$ cat src/rtl/twt_pkg.sv
// shared constants, field layout and types of the twin timer panel
// assumes a single 100 MHz clock and an AXI4-Lite register slave
package twt_pkg;
  // clock and derived cycle counts
  localparam int unsigned CLK_HZ = 100000000;
  localparam int unsigned CYC_PER_MS = CLK_HZ / 1000;
  localparam int unsigned WIDE_MS = 20;   // long minimum input width
  localparam int unsigned NARROW_MS = 1;  // short minimum input width
  localparam int unsigned CHECK_MS = 2000; // mode check display time
  localparam int unsigned TICK_MS = 10;   // one count of elapsed time
  localparam int unsigned WIDE_CYC = WIDE_MS * CYC_PER_MS;
  localparam int unsigned NARROW_CYC = NARROW_MS * CYC_PER_MS;
  localparam int unsigned CHECK_CYC = CHECK_MS * CYC_PER_MS;
  localparam int unsigned TICK_CYC = TICK_MS * CYC_PER_MS;
  // time values: four decimal digits held in binary
  typedef logic [15:0] twt_time_t;
  localparam twt_time_t FULL_SCALE = 16'h270f;
  localparam twt_time_t SET_RST = 16'h0000;
  localparam twt_time_t DIGIT_W [4] = '{16'h0001, 16'h000a, 16'h0064, 16'h03e8};
  // operating modes, shared by both intervals
  typedef logic [2:0] twt_mode_t;
  localparam twt_mode_t MODE_RST = 3'h0;
  localparam twt_mode_t MODE_PWR1 = 3'h0; // power-on delay one
  localparam twt_mode_t MODE_PWR2 = 3'h1; // power_up_timing_two
  // register byte offsets
  localparam logic [7:0] OFF_CTRL = 8'h00;
  localparam logic [7:0] OFF_SET1 = 8'h04;
  localparam logic [7:0] OFF_SET2 = 8'h08;
  localparam logic [7:0] OFF_STAT = 8'h0c;
  localparam logic [7:0] OFF_ELAP = 8'h10;
  // control fields
  localparam int CTRL_DOWN = 0;   // 1: count-down direction
  localparam int CTRL_NARROW = 1; // 1: short input width accepted
  localparam logic [1:0] CTRL_RST = 2'h0;
  // bus answers
  localparam logic [1:0] RESP_OKAY = 2'h0;
  localparam logic [1:0] RESP_DECERR = 2'h3;
  // front keys, all pins low when pressed
  typedef struct packed {
    logic fn;          // panel function key
    logic rstKey;      // reset key
    logic [3:0] up;    // per-digit up keys
    logic [3:0] dn;    // per-digit down keys
  } twt_keys_s;
  // contact inputs, all pins low when asserted
  typedef struct packed {
    logic start;
    logic stop;
    logic rstIn;
  } twt_ins_s;
  // panel states
  typedef enum logic [2:0] {
    P_NORMAL = 3'b001,
    P_MODESET = 3'b010,
    P_CHECK = 3'b100
  } twt_panel_e;
  // timing states
  typedef enum logic [2:0] {
    T_IDLE = 3'b001,
    T_RUN1 = 3'b010,
    T_RUN2 = 3'b100
  } twt_run_e;
endpackage

$ cat src/rtl/twt_in_filter.sv
// one input conditioner: two-stage synchroniser and width filter
// assumes a raw active-low pin from outside the clock domain
module twt_in_filter #(
  parameter int unsigned WIDE = twt_pkg::WIDE_CYC,
  parameter int unsigned NARROW = twt_pkg::NARROW_CYC
) (
  input wire logic ref_clk,
  input wire logic rst,
  input wire logic pinN,
  input wire logic narrow,
  output logic level,
  output logic press
);
  logic syncA; // first stage, read only by syncB
  logic syncB;
  logic [31:0] run; // cycles the new level has held
  logic [31:0] need;

  assign need = narrow ? 32'(NARROW) : 32'(WIDE);

  // synchroniser, idle pin is high
  always_ff @(posedge ref_clk) begin
    if (rst) begin
      syncA <= 1'b1;
      syncB <= 1'b1;
    end else begin
      syncA <= pinN;
      syncB <= syncA;
    end
  end

  // RULE20 width filter
  // RULE16 low pin means asserted
  // a level change is only taken once it held the full width,
  // so bounce shorter than the width never reaches the timer
  always_ff @(posedge ref_clk) begin
    if (rst) begin
      run <= 32'h0;
      level <= 1'b0;
      press <= 1'b0;
    end else begin
      press <= 1'b0;
      if (~syncB == level) begin
        run <= 32'h0;
      end else if (run >= need - 32'h1) begin
        run <= 32'h0;
        level <= ~syncB;
        press <= ~syncB;
      end else begin
        run <= run + 32'h1;
      end
    end
  end
endmodule

$ cat src/rtl/twt_panel_timer.sv
// twin-interval timer: key panel, timing core and register slave
// assumes raw active-low key and input pins, AXI4-Lite master
// Behaviour
// RULE1 - function key plus digit-one key: mode setting
// RULE2 - digit-one up steps left, down steps right
// RULE3 - reset key stores shown mode, returns normal
// RULE4 - function key alone toggles shown interval
// RULE5 - function plus digit-two shows mode two seconds
// RULE6 - function plus digit-four locks; keys ignored (code: lone function key toggle and mode check still act)
// RULE7 - same combination again clears the lock
// RULE8 - mode, direction, width shared by intervals
// RULE9 - interval display toggle never disturbs timing
// RULE10 - count-up edit below elapsed wraps full scale
// RULE11 - count-up edit above elapsed ends there
// RULE12 - count-down always runs to zero
// RULE13 - both sets zero: output follows start
// RULE14 - reset input forces output off
// RULE15 - contacts hold 20 ms, bounce short
// RULE16 - input asserted when pin pulled low
// RULE17 - power-up start only in power modes
// RULE18 - switch selects 20 ms or 1 ms width
// RULE19 - unlocked reset key clears time and output
// RULE20 - pulses shorter than width are rejected
//
// Local design decisions: the AXI4-Lite register port and the address map.
module twt_panel_timer #(
  parameter int unsigned WIDE = twt_pkg::WIDE_CYC,
  parameter int unsigned NARROW = twt_pkg::NARROW_CYC,
  parameter int unsigned CHECK = twt_pkg::CHECK_CYC,
  parameter int unsigned TICK = twt_pkg::TICK_CYC
) (
  input wire logic ref_clk,
  input wire logic rst,
  input wire twt_pkg::twt_keys_s keysN,
  input wire twt_pkg::twt_ins_s insN,
  input wire logic s_axi_awvalid,
  output logic s_axi_awready,
  input wire logic [7:0] s_axi_awaddr,
  input wire logic s_axi_wvalid,
  output logic s_axi_wready,
  input wire logic [31:0] s_axi_wdata,
  input wire logic [3:0] s_axi_wstrb,
  output logic s_axi_bvalid,
  input wire logic s_axi_bready,
  output logic [1:0] s_axi_bresp,
  input wire logic s_axi_arvalid,
  output logic s_axi_arready,
  input wire logic [7:0] s_axi_araddr,
  output logic s_axi_rvalid,
  input wire logic s_axi_rready,
  output logic [31:0] s_axi_rdata,
  output logic [1:0] s_axi_rresp,
  output logic ctlOut,
  output logic showSel,
  output logic lock,
  output logic [2:0] shownMode
);
  import twt_pkg::*;

  logic [12:0] pinVec; // keys above inputs
  logic [12:0] lvlVec; // filtered levels
  logic [12:0] prsVec; // assertion pulses
  twt_keys_s kLvl; // key held
  twt_keys_s kPrs; // key pressed this cycle
  twt_ins_s iLvl; // input asserted
  twt_ins_s iPrs; // input newly asserted
  logic [1:0] ctrl; // direction and width
  twt_time_t set1; // first_interval_timer set
  twt_time_t set2; // second_interval_timer set
  twt_time_t cnt; // elapsed or residual time
  twt_panel_e panel;
  twt_run_e st;
  twt_mode_t opMode; // committed operating mode
  logic [31:0] chkCnt; // mode check display time
  logic [31:0] tickCnt; // time base divider
  logic fnPrev; // function key level last cycle
  logic comboUsed; // function key used with another key
  logic pwrArm; // power-up start armed until set times appear

  assign pinVec = {keysN, insN};
  assign kLvl = twt_keys_s'(lvlVec[12:3]);
  assign kPrs = twt_keys_s'(prsVec[12:3]);
  assign iLvl = twt_ins_s'(lvlVec[2:0]);
  assign iPrs = twt_ins_s'(prsVec[2:0]);

  // one conditioner per pin; keys always use the long width
  genvar gi;
  generate
    for (gi = 0; gi < 13; gi++) begin : g_in
      // RULE18 width select
      twt_in_filter #(
        .WIDE(WIDE),
        .NARROW(NARROW)
      ) u_flt (
        .ref_clk(ref_clk),
        .rst(rst),
        .pinN(pinVec[gi]),
        .narrow(gi < 3 ? ctrl[CTRL_NARROW] : 1'b0),
        .level(lvlVec[gi]),
        .press(prsVec[gi])
      );
    end
  endgenerate

  // key combinations
  logic dig0; // first-digit up or down pressed
  logic dig1;
  logic dig3;
  logic fnCombo; // function key held with a digit key
  assign dig0 = kPrs.up[0] | kPrs.dn[0];
  assign dig1 = kPrs.up[1] | kPrs.dn[1];
  assign dig3 = kPrs.up[3] | kPrs.dn[3];
  assign fnCombo = kLvl.fn & (|{kPrs.up, kPrs.dn});

  // panel state, shown and committed mode
  // entering mode setting is refused while locked, since it
  // would let the up and down keys act through the lock
  always_ff @(posedge ref_clk) begin
    if (rst) begin
      panel <= P_NORMAL;
      shownMode <= MODE_RST;
      opMode <= MODE_RST;
      chkCnt <= 32'h0;
    end else begin
      unique case (panel)
        P_NORMAL: begin
          // RULE1 enter mode setting
          if (kLvl.fn && dig0 && !lock) begin
            panel <= P_MODESET;
            shownMode <= opMode;
          // RULE5 start mode check
          end else if (kLvl.fn && dig1) begin
            panel <= P_CHECK;
            shownMode <= opMode;
            chkCnt <= 32'h0;
          end
        end
        P_MODESET: begin
          // RULE3 commit shown mode
          if (kPrs.rstKey) begin
            opMode <= shownMode;
            panel <= P_NORMAL;
          // RULE2 step mode left
          end else if (kPrs.up[0]) begin
            shownMode <= shownMode - 3'h1;
          end else if (kPrs.dn[0]) begin
            shownMode <= shownMode + 3'h1;
          end
        end
        P_CHECK: begin
          // RULE5 two second view
          if (chkCnt == 32'(CHECK - 1)) begin
            panel <= P_NORMAL;
          end else begin
            chkCnt <= chkCnt + 32'h1;
          end
        end
      endcase
    end
  end

  // lock toggles on each function plus fourth-digit press in the normal panel state
  always_ff @(posedge ref_clk) begin
    if (rst) begin
      lock <= 1'b0;
    end else if (panel == P_NORMAL && kLvl.fn && dig3) begin
      // RULE6 RULE7 lock toggle
      lock <= ~lock;
    end
  end

  // interval display toggles on a lone function key release;
  // release is used so a combination does not also toggle
  always_ff @(posedge ref_clk) begin
    if (rst) begin
      showSel <= 1'b0;
      fnPrev <= 1'b0;
      comboUsed <= 1'b0;
    end else begin
      fnPrev <= kLvl.fn;
      if (kPrs.fn) begin
        comboUsed <= 1'b0;
      end else if (fnCombo || (kLvl.fn && kPrs.rstKey)) begin
        comboUsed <= 1'b1;
      end
      // RULE4 RULE9 display toggle only
      if (fnPrev && !kLvl.fn && !comboUsed) begin
        showSel <= ~showSel;
      end
    end
  end

  // key edit of the displayed set time
  logic editUp;
  logic editDn;
  twt_time_t editW; // weight of the pressed digit
  twt_time_t curEdit;
  logic [16:0] sumUp;
  twt_time_t newVal;
  logic editOk;
  always_comb begin
    editUp = 1'b0;
    editDn = 1'b0;
    editW = 16'h0000;
    for (int i = 3; i >= 0; i--) begin
      if (kPrs.up[i] || kPrs.dn[i]) begin
        editW = DIGIT_W[i];
        editUp = kPrs.up[i];
        editDn = kPrs.dn[i] & ~kPrs.up[i];
      end
    end
  end
  // RULE6 locked keys ignored
  assign editOk = panel == P_NORMAL && !kLvl.fn && !lock && (editUp || editDn);
  assign curEdit = showSel ? set2 : set1;
  assign sumUp = {1'b0, curEdit} + {1'b0, editW};
  // saturate at full scale and at zero rather than wrap
  always_comb begin
    if (editUp) begin
      newVal = sumUp > {1'b0, FULL_SCALE} ? FULL_SCALE : sumUp[15:0];
    end else begin
      newVal = curEdit < editW ? 16'h0000 : curEdit - editW;
    end
  end

  // bus write channel state
  logic [7:0] awAddr; // held write address
  logic [31:0] wData; // held write data
  logic [3:0] wStrb;
  logic doWr; // both halves held, answer not yet given
  logic wrOk; // address is a writable register, status or elapsed time
  assign doWr = !s_axi_awready && !s_axi_wready && !s_axi_bvalid;
  assign wrOk = awAddr inside {OFF_CTRL, OFF_SET1, OFF_SET2, OFF_STAT, OFF_ELAP};

  // byte-lane merge of a write into an old value
  function automatic logic [31:0] merge(
    input logic [31:0] old,
    input logic [31:0] nw,
    input logic [3:0] strb
  );
    logic [31:0] r;
    r = old;
    for (int b = 0; b < 4; b++) begin
      if (strb[b]) begin
        r[8*b +: 8] = nw[8*b +: 8];
      end
    end
    return r;
  endfunction

  // merged write values as nets, so that a field can be sliced out
  logic [31:0] ctrlNew;
  logic [31:0] set1New;
  logic [31:0] set2New;
  assign ctrlNew = merge({30'h0, ctrl}, wData, wStrb);
  assign set1New = merge({16'h0, set1}, wData, wStrb);
  assign set2New = merge({16'h0, set2}, wData, wStrb);

  // control register: shared by both intervals
  always_ff @(posedge ref_clk) begin
    if (rst) begin
      ctrl <= CTRL_RST;
    end else if (doWr && awAddr == OFF_CTRL) begin
      // RULE8 single shared settings
      ctrl <= ctrlNew[1:0];
    end
  end

  // set times; a bus write wins over a key in the same cycle
  always_ff @(posedge ref_clk) begin
    if (rst) begin
      set1 <= SET_RST;
      set2 <= SET_RST;
    end else if (doWr && awAddr == OFF_SET1) begin
      set1 <= set1New[15:0];
    end else if (doWr && awAddr == OFF_SET2) begin
      set2 <= set2New[15:0];
    end else if (editOk && !showSel) begin
      set1 <= newVal;
    end else if (editOk) begin
      set2 <= newVal;
    end
  end

  // timing core
  logic clr; // reset input or unlocked reset key
  logic zeroSets;
  logic down;
  logic powerMode;
  twt_time_t runSet; // set time of the running interval
  twt_time_t nextSet; // set time of the following interval
  twt_time_t upNext;
  logic phaseEnd;
  // RULE19 unlocked reset key
  assign clr = iLvl.rstIn | (kPrs.rstKey & ~lock & panel == P_NORMAL);
  assign zeroSets = set1 == 16'h0000 && set2 == 16'h0000;
  assign down = ctrl[CTRL_DOWN];
  assign powerMode = opMode == MODE_PWR1 || opMode == MODE_PWR2;
  assign runSet = st == T_RUN1 ? set1 : set2;
  assign nextSet = st == T_RUN1 ? set2 : set1;
  // RULE10 wrap at full scale
  assign upNext = cnt == FULL_SCALE ? 16'h0000 : cnt + 16'h1;
  // RULE11 RULE12 end points
  assign phaseEnd = down ? cnt <= 16'h0001 : upNext == runSet;

  // intervals alternate: first off, second on, then repeat
  always_ff @(posedge ref_clk) begin
    if (rst) begin
      st <= T_IDLE;
      cnt <= 16'h0000;
      tickCnt <= 32'h0;
      pwrArm <= 1'b1;
    end else begin
      // set times clear at reset, so the arm waits for the first
      // nonzero set; otherwise a power-on mode could never start
      pwrArm <= pwrArm & zeroSets;
      if (clr || zeroSets) begin
        st <= T_IDLE;
        cnt <= 16'h0000;
        tickCnt <= 32'h0;
      // RULE17 power-up start only in power modes
      end else if (iPrs.start || (pwrArm && powerMode)) begin
        st <= T_RUN1;
        cnt <= down ? set1 : 16'h0000;
        tickCnt <= 32'h0;
      end else if (st != T_IDLE && !iLvl.stop) begin
        if (tickCnt == 32'(TICK - 1)) begin
          tickCnt <= 32'h0;
          if (phaseEnd) begin
            st <= st == T_RUN1 ? T_RUN2 : T_RUN1;
            cnt <= down ? nextSet : 16'h0000;
          end else begin
            cnt <= down ? cnt - 16'h1 : upNext;
          end
        end else begin
          tickCnt <= tickCnt + 32'h1;
        end
      end
    end
  end

  // controlled output
  always_ff @(posedge ref_clk) begin
    if (rst) begin
      ctlOut <= 1'b0;
    // RULE14 reset input forces off
    end else if (clr) begin
      ctlOut <= 1'b0;
    // RULE13 start-driven output
    end else if (zeroSets) begin
      ctlOut <= iLvl.start;
    end else begin
      ctlOut <= st == T_RUN2;
    end
  end

  // write channel: address and data taken in either order
  always_ff @(posedge ref_clk) begin
    if (rst) begin
      s_axi_awready <= 1'b1;
      s_axi_wready <= 1'b1;
      s_axi_bvalid <= 1'b0;
      s_axi_bresp <= RESP_OKAY;
      awAddr <= 8'h00;
      wData <= 32'h0;
      wStrb <= 4'h0;
    end else begin
      if (s_axi_awvalid && s_axi_awready) begin
        awAddr <= s_axi_awaddr;
        s_axi_awready <= 1'b0;
      end
      if (s_axi_wvalid && s_axi_wready) begin
        wData <= s_axi_wdata;
        wStrb <= s_axi_wstrb;
        s_axi_wready <= 1'b0;
      end
      // read-only registers accept and ignore writes
      if (doWr) begin
        s_axi_bvalid <= 1'b1;
        s_axi_bresp <= wrOk ? RESP_OKAY : RESP_DECERR;
      end else if (s_axi_bvalid && s_axi_bready) begin
        s_axi_bvalid <= 1'b0;
        s_axi_awready <= 1'b1;
        s_axi_wready <= 1'b1;
      end
    end
  end

  // read channel: one read under way at a time
  always_ff @(posedge ref_clk) begin
    if (rst) begin
      s_axi_arready <= 1'b1;
      s_axi_rvalid <= 1'b0;
      s_axi_rdata <= 32'h0;
      s_axi_rresp <= RESP_OKAY;
    end else if (s_axi_arvalid && s_axi_arready) begin
      s_axi_arready <= 1'b0;
      s_axi_rvalid <= 1'b1;
      s_axi_rresp <= RESP_OKAY;
      unique case (s_axi_araddr)
        OFF_CTRL: s_axi_rdata <= {30'h0, ctrl};
        OFF_SET1: s_axi_rdata <= {16'h0, set1};
        OFF_SET2: s_axi_rdata <= {16'h0, set2};
        OFF_STAT: s_axi_rdata <= {20'h0, st, panel, opMode, ctlOut, lock, showSel};
        OFF_ELAP: s_axi_rdata <= {16'h0, cnt};
        default: begin
          s_axi_rdata <= 32'h0;
          s_axi_rresp <= RESP_DECERR;
        end
      endcase
    end else if (s_axi_rvalid && s_axi_rready) begin
      s_axi_rvalid <= 1'b0;
      s_axi_arready <= 1'b1;
    end
  end

  // checks
  AST_MODESET_ENTRY: assert property (@(posedge ref_clk) disable iff (rst) // RULE1
    (panel == P_NORMAL && kLvl.fn && dig0 && !lock) |=> panel == P_MODESET)
    else $error("mode setting not entered");
  AST_MODE_STEP: assert property (@(posedge ref_clk) disable iff (rst) // RULE2
    (panel == P_MODESET && kPrs.dn[0] && !kPrs.up[0] && !kPrs.rstKey)
    |=> shownMode == $past(shownMode) + 3'h1)
    else $error("down key did not step mode right");
  AST_MODE_COMMIT: assert property (@(posedge ref_clk) disable iff (rst) // RULE3
    (panel == P_MODESET && kPrs.rstKey)
    |=> panel == P_NORMAL && opMode == $past(shownMode))
    else $error("mode not stored on reset key");
  AST_CHECK_VIEW: assert property (@(posedge ref_clk) disable iff (rst) // RULE5
    (panel == P_NORMAL && kLvl.fn && dig1 && !(dig0 && !lock))
    |=> (panel == P_CHECK)[*8])
    else $error("mode check view ended early");
  AST_CHECK_END: assert property (@(posedge ref_clk) disable iff (rst) // RULE5
    (panel == P_CHECK && chkCnt == 32'(CHECK - 1)) |=> panel == P_NORMAL)
    else $error("mode check view did not end");
  AST_LOCK_HOLD: assert property (@(posedge ref_clk) disable iff (rst) // RULE6
    (lock && !kLvl.fn && !doWr && (|kPrs.up)) |=> $stable(set1) && $stable(set2))
    else $error("set time edited while locked");
  AST_LOCK_FLIP: assert property (@(posedge ref_clk) disable iff (rst) // RULE7
    (panel == P_NORMAL && kLvl.fn && dig3) |=> lock != $past(lock))
    else $error("lock did not toggle");
  AST_ZERO_OUT: assert property (@(posedge ref_clk) disable iff (rst) // RULE13
    (zeroSets && !clr) |=> ctlOut == $past(iLvl.start))
    else $error("zero-set output does not follow start");
  AST_RESET_OFF: assert property (@(posedge ref_clk) disable iff (rst) // RULE14
    iLvl.rstIn |=> !ctlOut)
    else $error("output on during reset input");
  AST_DOWN_HOLD: assert property (@(posedge ref_clk) disable iff (rst) // RULE12
    (down && st != T_IDLE && !clr && !iPrs.start && tickCnt != 32'(TICK - 1)
    && !zeroSets) |=> $stable(cnt))
    else $error("residual time moved without a tick");
  AST_KEY_CLEAR: assert property (@(posedge ref_clk) disable iff (rst) // RULE19
    (kPrs.rstKey && !lock && panel == P_NORMAL) |=> cnt == 16'h0000 && st == T_IDLE && !ctlOut)
    else $error("reset key did not clear timing");
endmodule

$ cat config.mk
export PLATFORM = sky130hd
export DESIGN_NAME = twt_panel_timer
export DESIGN_NICKNAME = d
export VERILOG_FILES = /design/src/rtl/twt_pkg.sv /design/src/rtl/twt_in_filter.sv /design/src/rtl/twt_panel_timer.sv
export SDC_FILE = /design/constraint.sdc
export NUM_CORES = 1
export LEC_CHECK = 0
export BUFFER_PORTS_ARGS = -buffer_cell sky130_fd_sc_hd__buf_2
export CELL_PAD_IN_SITES_DETAIL_PLACEMENT = 1
export CELL_PAD_IN_SITES_GLOBAL_PLACEMENT = 1
export CORE_ASPECT_RATIO = 1.1
export CORE_MARGIN = 3
export CORE_UTILIZATION = 47
export DETAILED_ROUTE_END_ITERATION = 12
export GPL_TIMING_DRIVEN = 0
export HOLD_SLACK_MARGIN = 0.1
export MAX_ROUTING_LAYER = met4
export PLACE_DENSITY = 0.9
export SLEW_MARGIN = 0
export SYNTH_ARGS = -nofsm -noshare
export SYNTH_HDL_FRONTEND = slang
export SYNTH_SLANG_ARGS = --single-unit
$ cat constraint.sdc
create_clock -name ref_clk -period 5.29 [get_ports ref_clk]
set_input_delay 0.529 -clock ref_clk [delete_from_list [all_inputs] [get_ports ref_clk]]
set_output_delay 0.529 -clock ref_clk [all_outputs]
set_load 0.01 [all_outputs]
==> impl_metrics.yaml, run 1 <==
placed_design:
  dpl_cell_area_um2: 30100
  place.gp.congestion: 0.988
  port_buffers: 83
  dp_hpwl_um: 60300
die:
  dieArea_um2: 62800
  die_x_um: 239
  die_h_um: 262
  coreArea_um2: 58900
  ioPinCount: 119
  initial_utilization_pct: 47.7
  num_rows: 93
global_routing:
  grt_pass1_wl_um: 150000
  grt_antenna_before_repair: 7
  grt_max_degree: 22
  grt_usage_pct: 30.6
  grt_overflow_total: 0
  grt_pass1_vias: 27400
power_and_ir_drop:
  cellPowerDensity_nw_per_um2: 367
  leakagePower_nw: 12.1
  p_total_mw: 12.0
  ir_drop_v: 0.000265
setup_path:
  worstPathArrival_ns: 5.70
  critPathSlowestCell: "fa_1"
  end_kind: "flop"
  cp_max_fo: 18
  crit_family: "compound AO/OA/AOI/OAI gates"
  start_kind: "flop"
  worstRegToRegCells: 18
  required_ns: 5.77
  worstPathCellList: "buf_4 > clkbuf_2 > mux2i_1 > inv_1 > ha_1 > inv_1 > fa_1 > nor3_2 > o311ai_1 > a311oi_1 > nor2_1 > nor4_1 > mux2i_2 > o211ai_1 > buf_4 > o211ai_1 > o211ai_1 > a221oi_1"
  crit_path_frequent_cell: "o211ai_1"
  cp_num_buf_inv: 5
  critPathKind: "reg -> reg"
  cp.depth: 18
  cpPeakStageDelay_ns: 0.45
timing:
  fmax_mhz: 191
  setup_viol: 0
  finalCritPeriodShare_pct: 98.8
  fin_worst_hold_slack_ns: 0.120
  slew_violations: 0
  hold_viol_final: 0
  post-route-min-period_ns: 5.23
  clock-skew-final_ns: 0.0298
  max_slew_margin_pct: 3.86
  worst_pin_slew_ns: 1.44
synth:
  ys_types: 83
  synthCells: 3234
  ys_seq_area_share_pct: 46.1
  ys.flop_type: "dfxtp_1"
  syn-mean-instance-area_um2: 8.69
  ys_ff_latch: 647
  synthesis.area_um2: 28100
  synth-edff-count: 0
  synth_top_area_share_pct: 46.1
  synth-async-reset-ratio_pct: 0
  synth_largest_area_cell: "dfxtp_1"
  synth_area_leaders: "dfxtp_1, nor2_1, xor2_1"
  synth_warnings: 0
run_status:
  status: "completed"
clock_tree:
  cts_sinks: 647
  clock_latency_ns: 0.64
  cts_buffers: 69
  ctsLongestPathBuffers: 3
  cts_tree: "done"
  cts_max_level: 3
  clkTransAtPathRegs_ns: 0.06
  cts_root_buf: "clkbuf_16"
route:
  vias: 26000
  routed_wl_um: 95700
  drt_iter0_drc: 2484
  vias_per_cell: 5.95
  dr.pass1.iters: 8
  ant_nets: 0
  wire_per_inst_um: 21.9
  remaining_drc_errors: 0
final_layout:
  syn_to_final_growth_pct: 16.0
  nets: 3688
  layout_common_cells: "dfxtp_1, nor2_1, nand2_1, xor2_1, nand3_1"
  finalInstanceArea_um2: 32600
  drive_gt1_share_pct: 8.08
  layout_commonest_cell: "dfxtp_1"
min_path:
  hold_depth: 2
  hold_path.class: "in -> reg"
flow_run:
  cap_violations: 0
-- cell usage after synthesis (15+ instances only) --
library cell  instances
dfxtp_1             647
nor2_1              554
nand2_1             299
xor2_1              228
nand3_1             167
a21oi_1             150
xnor2_1             117
clkbuf_1            107
o21ai_0              93
and3_1               75
nand4_1              74
ha_1                 63
inv_1                63
nor4_1               61
nor3_1               57
or3_1                37
mux2i_1              33
or2_2                31
a211oi_1             29
a21o_1               21
buf_4                19
a31oi_1              17
a221oi_1             16
nor2b_1              16
and4_1               15
-- metrics by stage --
stage | std cells | utilization, % | TNS, ns | setup WS, ns
after floorplan | 3389 | - | 0 | 0.868
after global placement | 4232 | 51.0 | -7.91 | -0.676
after detailed placement | 4232 | 51.0 | -11.75 | -0.795
after CTS | 4357 | 55.3 | 0 | 0.0806
after global routing | 4369 | 55.4 | -0.290 | -0.106
final | 4370 | 55.4 | 0 | 0.0643
-- routing by layer --
metal	global-route usage [%]	vias up	part of all wire (%)	routed length, um
met4	15.5	0	5.5	5290
li1	-	11700	-	-
met3	5.16	405	7.3	6950
met1	34.7	12700	38	36500
met5	-	-	0	0
met2	51.9	1176	49	46900
-- kinds of logic after synthesis --
family / Yosys count / synth area share, %
other: 1 / 0.0133
buffers and inverters: 205 / 3.07
adders and majority gates: 66 / 3.02
AOI/OAI and AO/OA: 468 / 10.9
DFF: 647 / 46.1
muxes: 49 / 1.84
xor gates and xnor gates: 345 / 10.8
and+or+nand+nor: 1453 / 24.3
-- final cells by class --
type	instances	area, um^2
fill	6941	26300
tap	760	951
clock inverter	22	393
timing repair buffer	91	483
buffer	140	621
clock buffer	101	2050
sequential	647	13000
antenna	8	20.0
inverter	64	240
multi-input combinational	2537	14900
-- sequential cells by signal, indices dropped and copies added (netlist names), 16 cells and up --
register        cells
cnt                16
s_axi_rdata        16
tickCnt            32
set2               16
chkCnt             32
g_in.u_flt.run    416
set1               16
wData              16
-- final timing paths --
| path | start | to | slack (ns) |
|---|---|---|---|
| worst max register to register | showSel$_SDFFE_PP0P_ | set1[5]$_SDFFE_PP0P_ | 0.06 |
| worst max-delay path | showSel$_SDFFE_PP0P_ | set1[5]$_SDFFE_PP0P_ | 0.06 |
| worst min-delay path | keysN[0] | g_in[3].u_flt.syncA$_SDFF_PP1_ | 0.12 |
| worst min register to register | g_in[12].u_flt.press$_SDFF_PP0_ | comboUsed$_SDFFE_PP0P_ | 0.41 |
-- repair_timing --
action                                  in CTS  in global routing
resized for setup                            3                  2
endpoints found under the setup margin      28                 16
hold buffers                                 3                  0
setup buffers                                0                  5
hold endpoints to repair                     3                  0
-- where the power goes --
part | internal, mW | total [mW] | switching, mW | leakage [nW]
Sequential | 5.01 | 5.17 | 0.158 | 5.28
Clock | 3.11 | 5.25 | 2.14 | 1.19
Combinational | 0.527 | 1.55 | 1.02 | 5.67
Total | 8.65 | 12.0 | 3.32 | 12.1
Note: power is estimated with default switching activity, not from simulation.
==> inputs of run 2 (changes only) <==
MAX_ROUTING_LAYER = default   (was met4)
RECOVER_POWER = 100   (was default)
==> run 2 against run 1 <==
The flow now finishes with violations (capacitance limit, slew limit). Critical path depth is 4 lower. Routed wire length is 4.5% lower. Setup slack better by 0.14 ns. Flip-flop and latch count stayed put. Fmax is 2.8% higher. Final cell count is 0.11% lower. Clock power is 1% lower. Clock skew is 0.011 ns higher. Via count is 2.1% lower.
==> impl_metrics.yaml, run 2 (synthesis results as in run 1) <==
clock_tree:
  clkTransAtPathRegs_ns: 0.06
  cts_max_level: 3
  cts_sinks: 647
  cts_root_buf: "clkbuf_16"
  cts_buffers: 69
  ctsLongestPathBuffers: 3
  clock_latency_ns: 0.62
  cts_tree: "done"
timing:
  finalCritPeriodShare_pct: 96.1
  hold_viol_final: 0
  slew_violations: 5
  setup_viol: 0
  fin_worst_hold_slack_ns: 0.131
  fmax_mhz: 197
  clock-skew-final_ns: 0.0410
  max_slew_margin_pct: -6.07
  post-route-min-period_ns: 5.08
  rsz0062_at_grt: "no"
  worst_pin_slew_ns: 1.55
  tns_ns: 0
die:
  num_rows: 93
  initial_utilization_pct: 47.7
  die_h_um: 262
  ioPinCount: 119
  die_x_um: 239
  coreArea_um2: 58900
  dieArea_um2: 62800
setup_path:
  worstSetupStartpoint: "showSel$_SDFFE_PP0P_"
  worstPathArrival_ns: 5.52
  worstRegToRegCells: 14
  crit_path_frequent_cell: "buf_4"
  crit_family: "simple AND/OR/NAND/NOR gates"
  r2r_start: "showSel$_SDFFE_PP0P_"
  start_kind: "flop"
  cp.depth: 14
  end_kind: "flop"
  worstPathCellList: "buf_4 > clkbuf_2 > mux2_1 > ha_1 > nor3_2 > o311ai_1 > a311oi_1 > nor2_1 > nor4_1 > mux2i_2 > buf_4 > a21oi_1 > nor3_1 > a221oi_1"
  critPathSlowestCell: "nor3_1"
  cp_max_fo: 18
  crit_path_end: "set2[10]$_SDFFE_PP0P_"
  cp_num_buf_inv: 3
  r2r_slack_ns: 0.21
  cpPeakStageDelay_ns: 0.71
  required_ns: 5.73
  critPathKind: "reg -> reg"
  r2r_end: "set2[10]$_SDFFE_PP0P_"
flow_run:
  cap_violations: 1
run_status:
  status: "complete, but fails checks"
  violations: "capacitance limit, slew limit"
route:
  dr.pass1.iters: 6
  wire_per_inst_um: 20.9
  vias_per_cell: 5.83
  drt_iter0_drc: 1985
  routed_wl_um: 91400
  remaining_drc_errors: 0
  ant_nets: 0
  vias: 25400
global_routing:
  grt_usage_pct: 28.4
  grt_pass1_wl_um: 144000
  grt_overflow_total: 0
  grt_antenna_before_repair: 3
  grt_pass1_vias: 26800
  grt_max_degree: 22
power_and_ir_drop:
  ir_drop_v: 0.000270
  cellPowerDensity_nw_per_um2: 365
  p_total_mw: 11.9
  leakagePower_nw: 12.0
final_layout:
  layout_common_cells: "dfxtp_1, nor2_1, nand2_1, xor2_1, nand3_1"
  nets: 3690
  drive_gt1_share_pct: 7.19
  regMostFlops: "g_in.u_flt.run"
  syn_to_final_growth_pct: 15.7
  largest_reg_flops: 416
  top_regs: "g_in.u_flt.run (416), chkCnt (32), tickCnt (32)"
  post-route-util_pct: 55.2
  layout_commonest_cell: "dfxtp_1"
placed_design:
  place.gp.congestion: 0.963
  port_buffers: 83
  dp_hpwl_um: 59300
min_path:
  hold_path.class: "in -> reg"
  hold_depth: 2
[run 2: changes by cell type in the layout (fill, tap and decap cells not counted), moves of 3 or more]
cell | previous run | this run
buf_4 | 24 | 20
a2111oi_0 | 1 | 4
dlygate4sd3_1 | 3 | 7
a2111oi_1 | 3 | 0
clkbuf_1 | 119 | 144
and2_0 | 1 | 5
and2_1 | 13 | 9
diode_2 | 8 | 2
clkbuf_8 | 18 | 10
clkinvlp_4 | 2 | 6
clkinv_2 | 4 | 14
buf_2 | 89 | 59
[run 2: timing repair]
| action | CTS | global route |
|---|---|---|
| gates cloned | 0 | 0 |
| gates resized for setup | 1 | 3 |
| pin swaps | 0 | 1 |
| endpoints found under the hold margin | 7 | 0 |
| endpoints found under the setup margin | 28 | 15 |
| hold buffers | 7 | 0 |
| setup buffers | 0 | 3 |
[run 2: power by group]
part           internal (mW)  leakage, nW  switching, mW  total (mW)
clock network           3.09         1.17           2.09        5.18
registers               5.01         5.28          0.155        5.17
logic                  0.515         5.54          0.985        1.50
total                   8.62         12.0           3.23        11.9
[run 2: stage by stage]
step	cell area, um^2	std cells	worst slack (ns)
global route	32500	4364	0.0636
floorplan	28700	3389	0.868
CTS	32500	4360	0.0488
global placement	30100	4232	-0.605
finish	32500	4365	0.209
detailed placement	30100	4232	-0.668
[run 2: routing by layer]
| metal | global-route usage, % | vias to the layer above | wire length (um) |
|---|---|---|---|
| met4 | 13.8 | 0 | 4730 |
| met3 | 4.57 | 321 | 5770 |
| met2 | 50.3 | 925 | 45200 |
| met1 | 33.3 | 12500 | 35700 |
| li1 | - | 11700 | - |
| met5 | 0 | - | 0 |
[run 2: cell type report]
| type | count | area, um^2 |
|---|---|---|
| inverters | 64 | 240 |
| clock buffers | 88 | 1940 |
| diodes | 2 | 5.00 |
| clock inverters | 34 | 465 |
| fillers | 6998 | 26400 |
| multi-input cells | 2537 | 14900 |
| repair buffers | 93 | 470 |
| well taps | 760 | 951 |
| flip-flops and latches | 647 | 13000 |
| plain buffers | 140 | 621 |
[run 2: how the worst min path moves through the flow]
stage,startpoint,endpoint,slack [ns]
after floorplan,g_in[12].u_flt.press$_SDFF_PP0_,comboUsed$_SDFFE_PP0P_,0.37
after CTS,insN[0],g_in[0].u_flt.syncA$_SDFF_PP1_,0.10
after global placement,g_in[12].u_flt.press$_SDFF_PP0_,comboUsed$_SDFFE_PP0P_,0.37
after detailed placement,g_in[12].u_flt.press$_SDFF_PP0_,comboUsed$_SDFFE_PP0P_,0.39
final,keysN[1],g_in[4].u_flt.syncA$_SDFF_PP1_,0.13
after global routing,keysN[7],g_in[10].u_flt.syncA$_SDFF_PP1_,0.12
==> inputs of run 3 (changes only) <==
RECOVER_POWER = default   (was 100)
==> run 3 against run 2 <==
The run now ends clean. Routed wire length about the same. Worst hold slack about the same. Clock power about the same. Register-to-register slack better by 0.07 ns. Critical path depth unchanged. Non-clock buffer count unchanged. Design area up 0.18%. Critical path type unchanged. Largest cell class unchanged. Largest power group unchanged.
==> impl_metrics.yaml, run 3 (synthesis results as in run 1) <==
run_status:
  status: "completed"
placed_design:
  dp_hpwl_um: 59300
  port_buffers: 83
  place.gp.congestion: 0.963
timing:
  post-route-min-period_ns: 5.01
  hold_viol_final: 0
  max_slew_margin_pct: 12.0
  fmax_mhz: 200
  tns_ns: 0
  finalCritPeriodShare_pct: 94.7
  clock-skew-final_ns: 0.0407
  worst_pin_slew_ns: 1.32
  fin_worst_hold_slack_ns: 0.131
  setup_viol: 0
  rsz0062_at_grt: "no"
  slew_violations: 0
route:
  dr.pass1.iters: 8
  ant_nets: 0
  remaining_drc_errors: 0
  drt_iter0_drc: 1874
  vias_per_cell: 5.84
  vias: 25500
  routed_wl_um: 91300
  wire_per_inst_um: 20.9
clock_tree:
  cts_root_buf: "clkbuf_16"
  cts_tree: "done"
  clkTransAtPathRegs_ns: 0.06
  ctsLongestPathBuffers: 3
  cts_buffers: 69
  cts_max_level: 3
  clock_latency_ns: 0.62
  cts_sinks: 647
final_layout:
  nets: 3690
  largest_reg_flops: 416
  regMostFlops: "g_in.u_flt.run"
  layout_common_cells: "dfxtp_1, nor2_1, nand2_1, xor2_1, nand3_1"
  drive_gt1_share_pct: 8.16
  syn_to_final_growth_pct: 15.9
  top_regs: "g_in.u_flt.run (416), chkCnt (32), tickCnt (32)"
  post-route-util_pct: 55.3
  num-fill-cells: 6979
  layout_commonest_cell: "dfxtp_1"
global_routing:
  grt_overflow_total: 0
  grt_antenna_before_repair: 3
  grt_usage_pct: 28.4
  grt_pass1_vias: 26800
  grt_pass1_wl_um: 144000
  grt_max_degree: 22
setup_path:
  end_kind: "flop"
  r2r_start: "showSel$_SDFFE_PP0P_"
  worstSetupStartpoint: "showSel$_SDFFE_PP0P_"
  critPathKind: "reg -> reg"
  required_ns: 5.73
  start_kind: "flop"
  r2r_slack_ns: 0.28
  worstPathArrival_ns: 5.45
  cp_max_fo: 18
  worstRegToRegCells: 14
die:
  initial_utilization_pct: 47.7
  coreArea_um2: 58900
  dieArea_um2: 62800
  die_x_um: 239
  num_rows: 93
  die_h_um: 262
  ioPinCount: 119
flow_run:
  cap_violations: 0
power_and_ir_drop:
  leakagePower_nw: 12.1
  ir_drop_v: 0.000271
  cellPowerDensity_nw_per_um2: 364
min_path:
  hold_start: "keysN[1]"
  hold_path.class: "in -> reg"
  hold_depth: 2
run 3: cell count changes in the layout (fill, tap and decap cells not counted), moves of 2 or more:
cell,delta
mux2_2,+2
and2_0,-4
and2_1,+4
mux2_1,-2
a2111oi_1,+2
buf_4,+2
o21ai_0,-2
clkbuf_4,-2
buf_2,+30
clkbuf_1,-31
a2111oi_0,-2
run 3: per-layer routing:
metal / routed length (um) / track usage [%] / vias up
met5: 0 / 0 / -
met1: 35700 / 33.3 / 12500
met2: 45400 / 50.3 / 907
li1: - / - / 11700
met4: 4590 / 13.8 / 0
met3: 5670 / 4.57 / 310
run 3: final cells by class:
class | instances | area [um^2] | share of cell area [%]
Multi-Input combinational cell | 2537 | 14900 | 45.7
Sequential cell | 647 | 13000 | 39.8
Clock buffer | 88 | 1940 | 5.96
Tap cell | 760 | 951 | 2.92
Buffer | 140 | 621 | 1.91
Timing Repair Buffer | 93 | 508 | 1.56
Clock inverter | 34 | 465 | 1.43
Inverter | 64 | 240 | 0.738
Antenna cell | 2 | 5.00 | 0.0154
run 3: worst max-delay path, stage by stage (launching register included):
cell and delay (ns):
dfxtp_1 0.41, buf_4 0.30, clkbuf_2 0.37, mux2_2 0.42, ha_1 0.41, nor3_2 0.35, o311ai_1 0.20, a311oi_1 0.38
nor2_1 0.12, nor4_1 0.35, mux2i_2 0.36, buf_4 0.19, a21oi_1 0.10, nor3_1 0.66, a221oi_1 0.20
run 3: stage by stage:
stage / area, um^2 / instances / power, mW / setup WS, ns
floorplan: 28700 / 3389 / 6.21 / 0.868
global placement: 30100 / 4232 / 6.62 / -0.605
detailed placement: 30100 / 4232 / 6.67 / -0.668
CTS: 32500 / 4360 / 11.9 / 0.0488
global route: 32600 / 4364 / 12.2 / 0.0758
finish: 32600 / 4365 / 11.9 / 0.278
run 3: what timing repair did:
item / in CTS / in global routing
setup endpoints to repair: 28 / 15
hold buffers: 7 / 0
hold endpoints to repair: 7 / 0
resized for setup: 1 / 3
buffers inserted: 0 / 3
pin swaps: 0 / 1
run 3: path summary, 6_finish.rpt:
check | to
setup / recovery | set2[10]$_SDFFE_PP0P_
hold / removal | g_in[4].u_flt.syncA$_SDFF_PP1_
setup reg to reg | set2[10]$_SDFFE_PP0P_
hold reg to reg | comboUsed$_SDFFE_PP0P_
run 3: power by group:
part           leakage [nW]  internal (mW)  switching, mW
Clock                  1.17           3.09           2.09
Sequential             5.28           5.01          0.155
Combinational          5.67          0.524          0.988
Total                  12.1           8.63           3.23
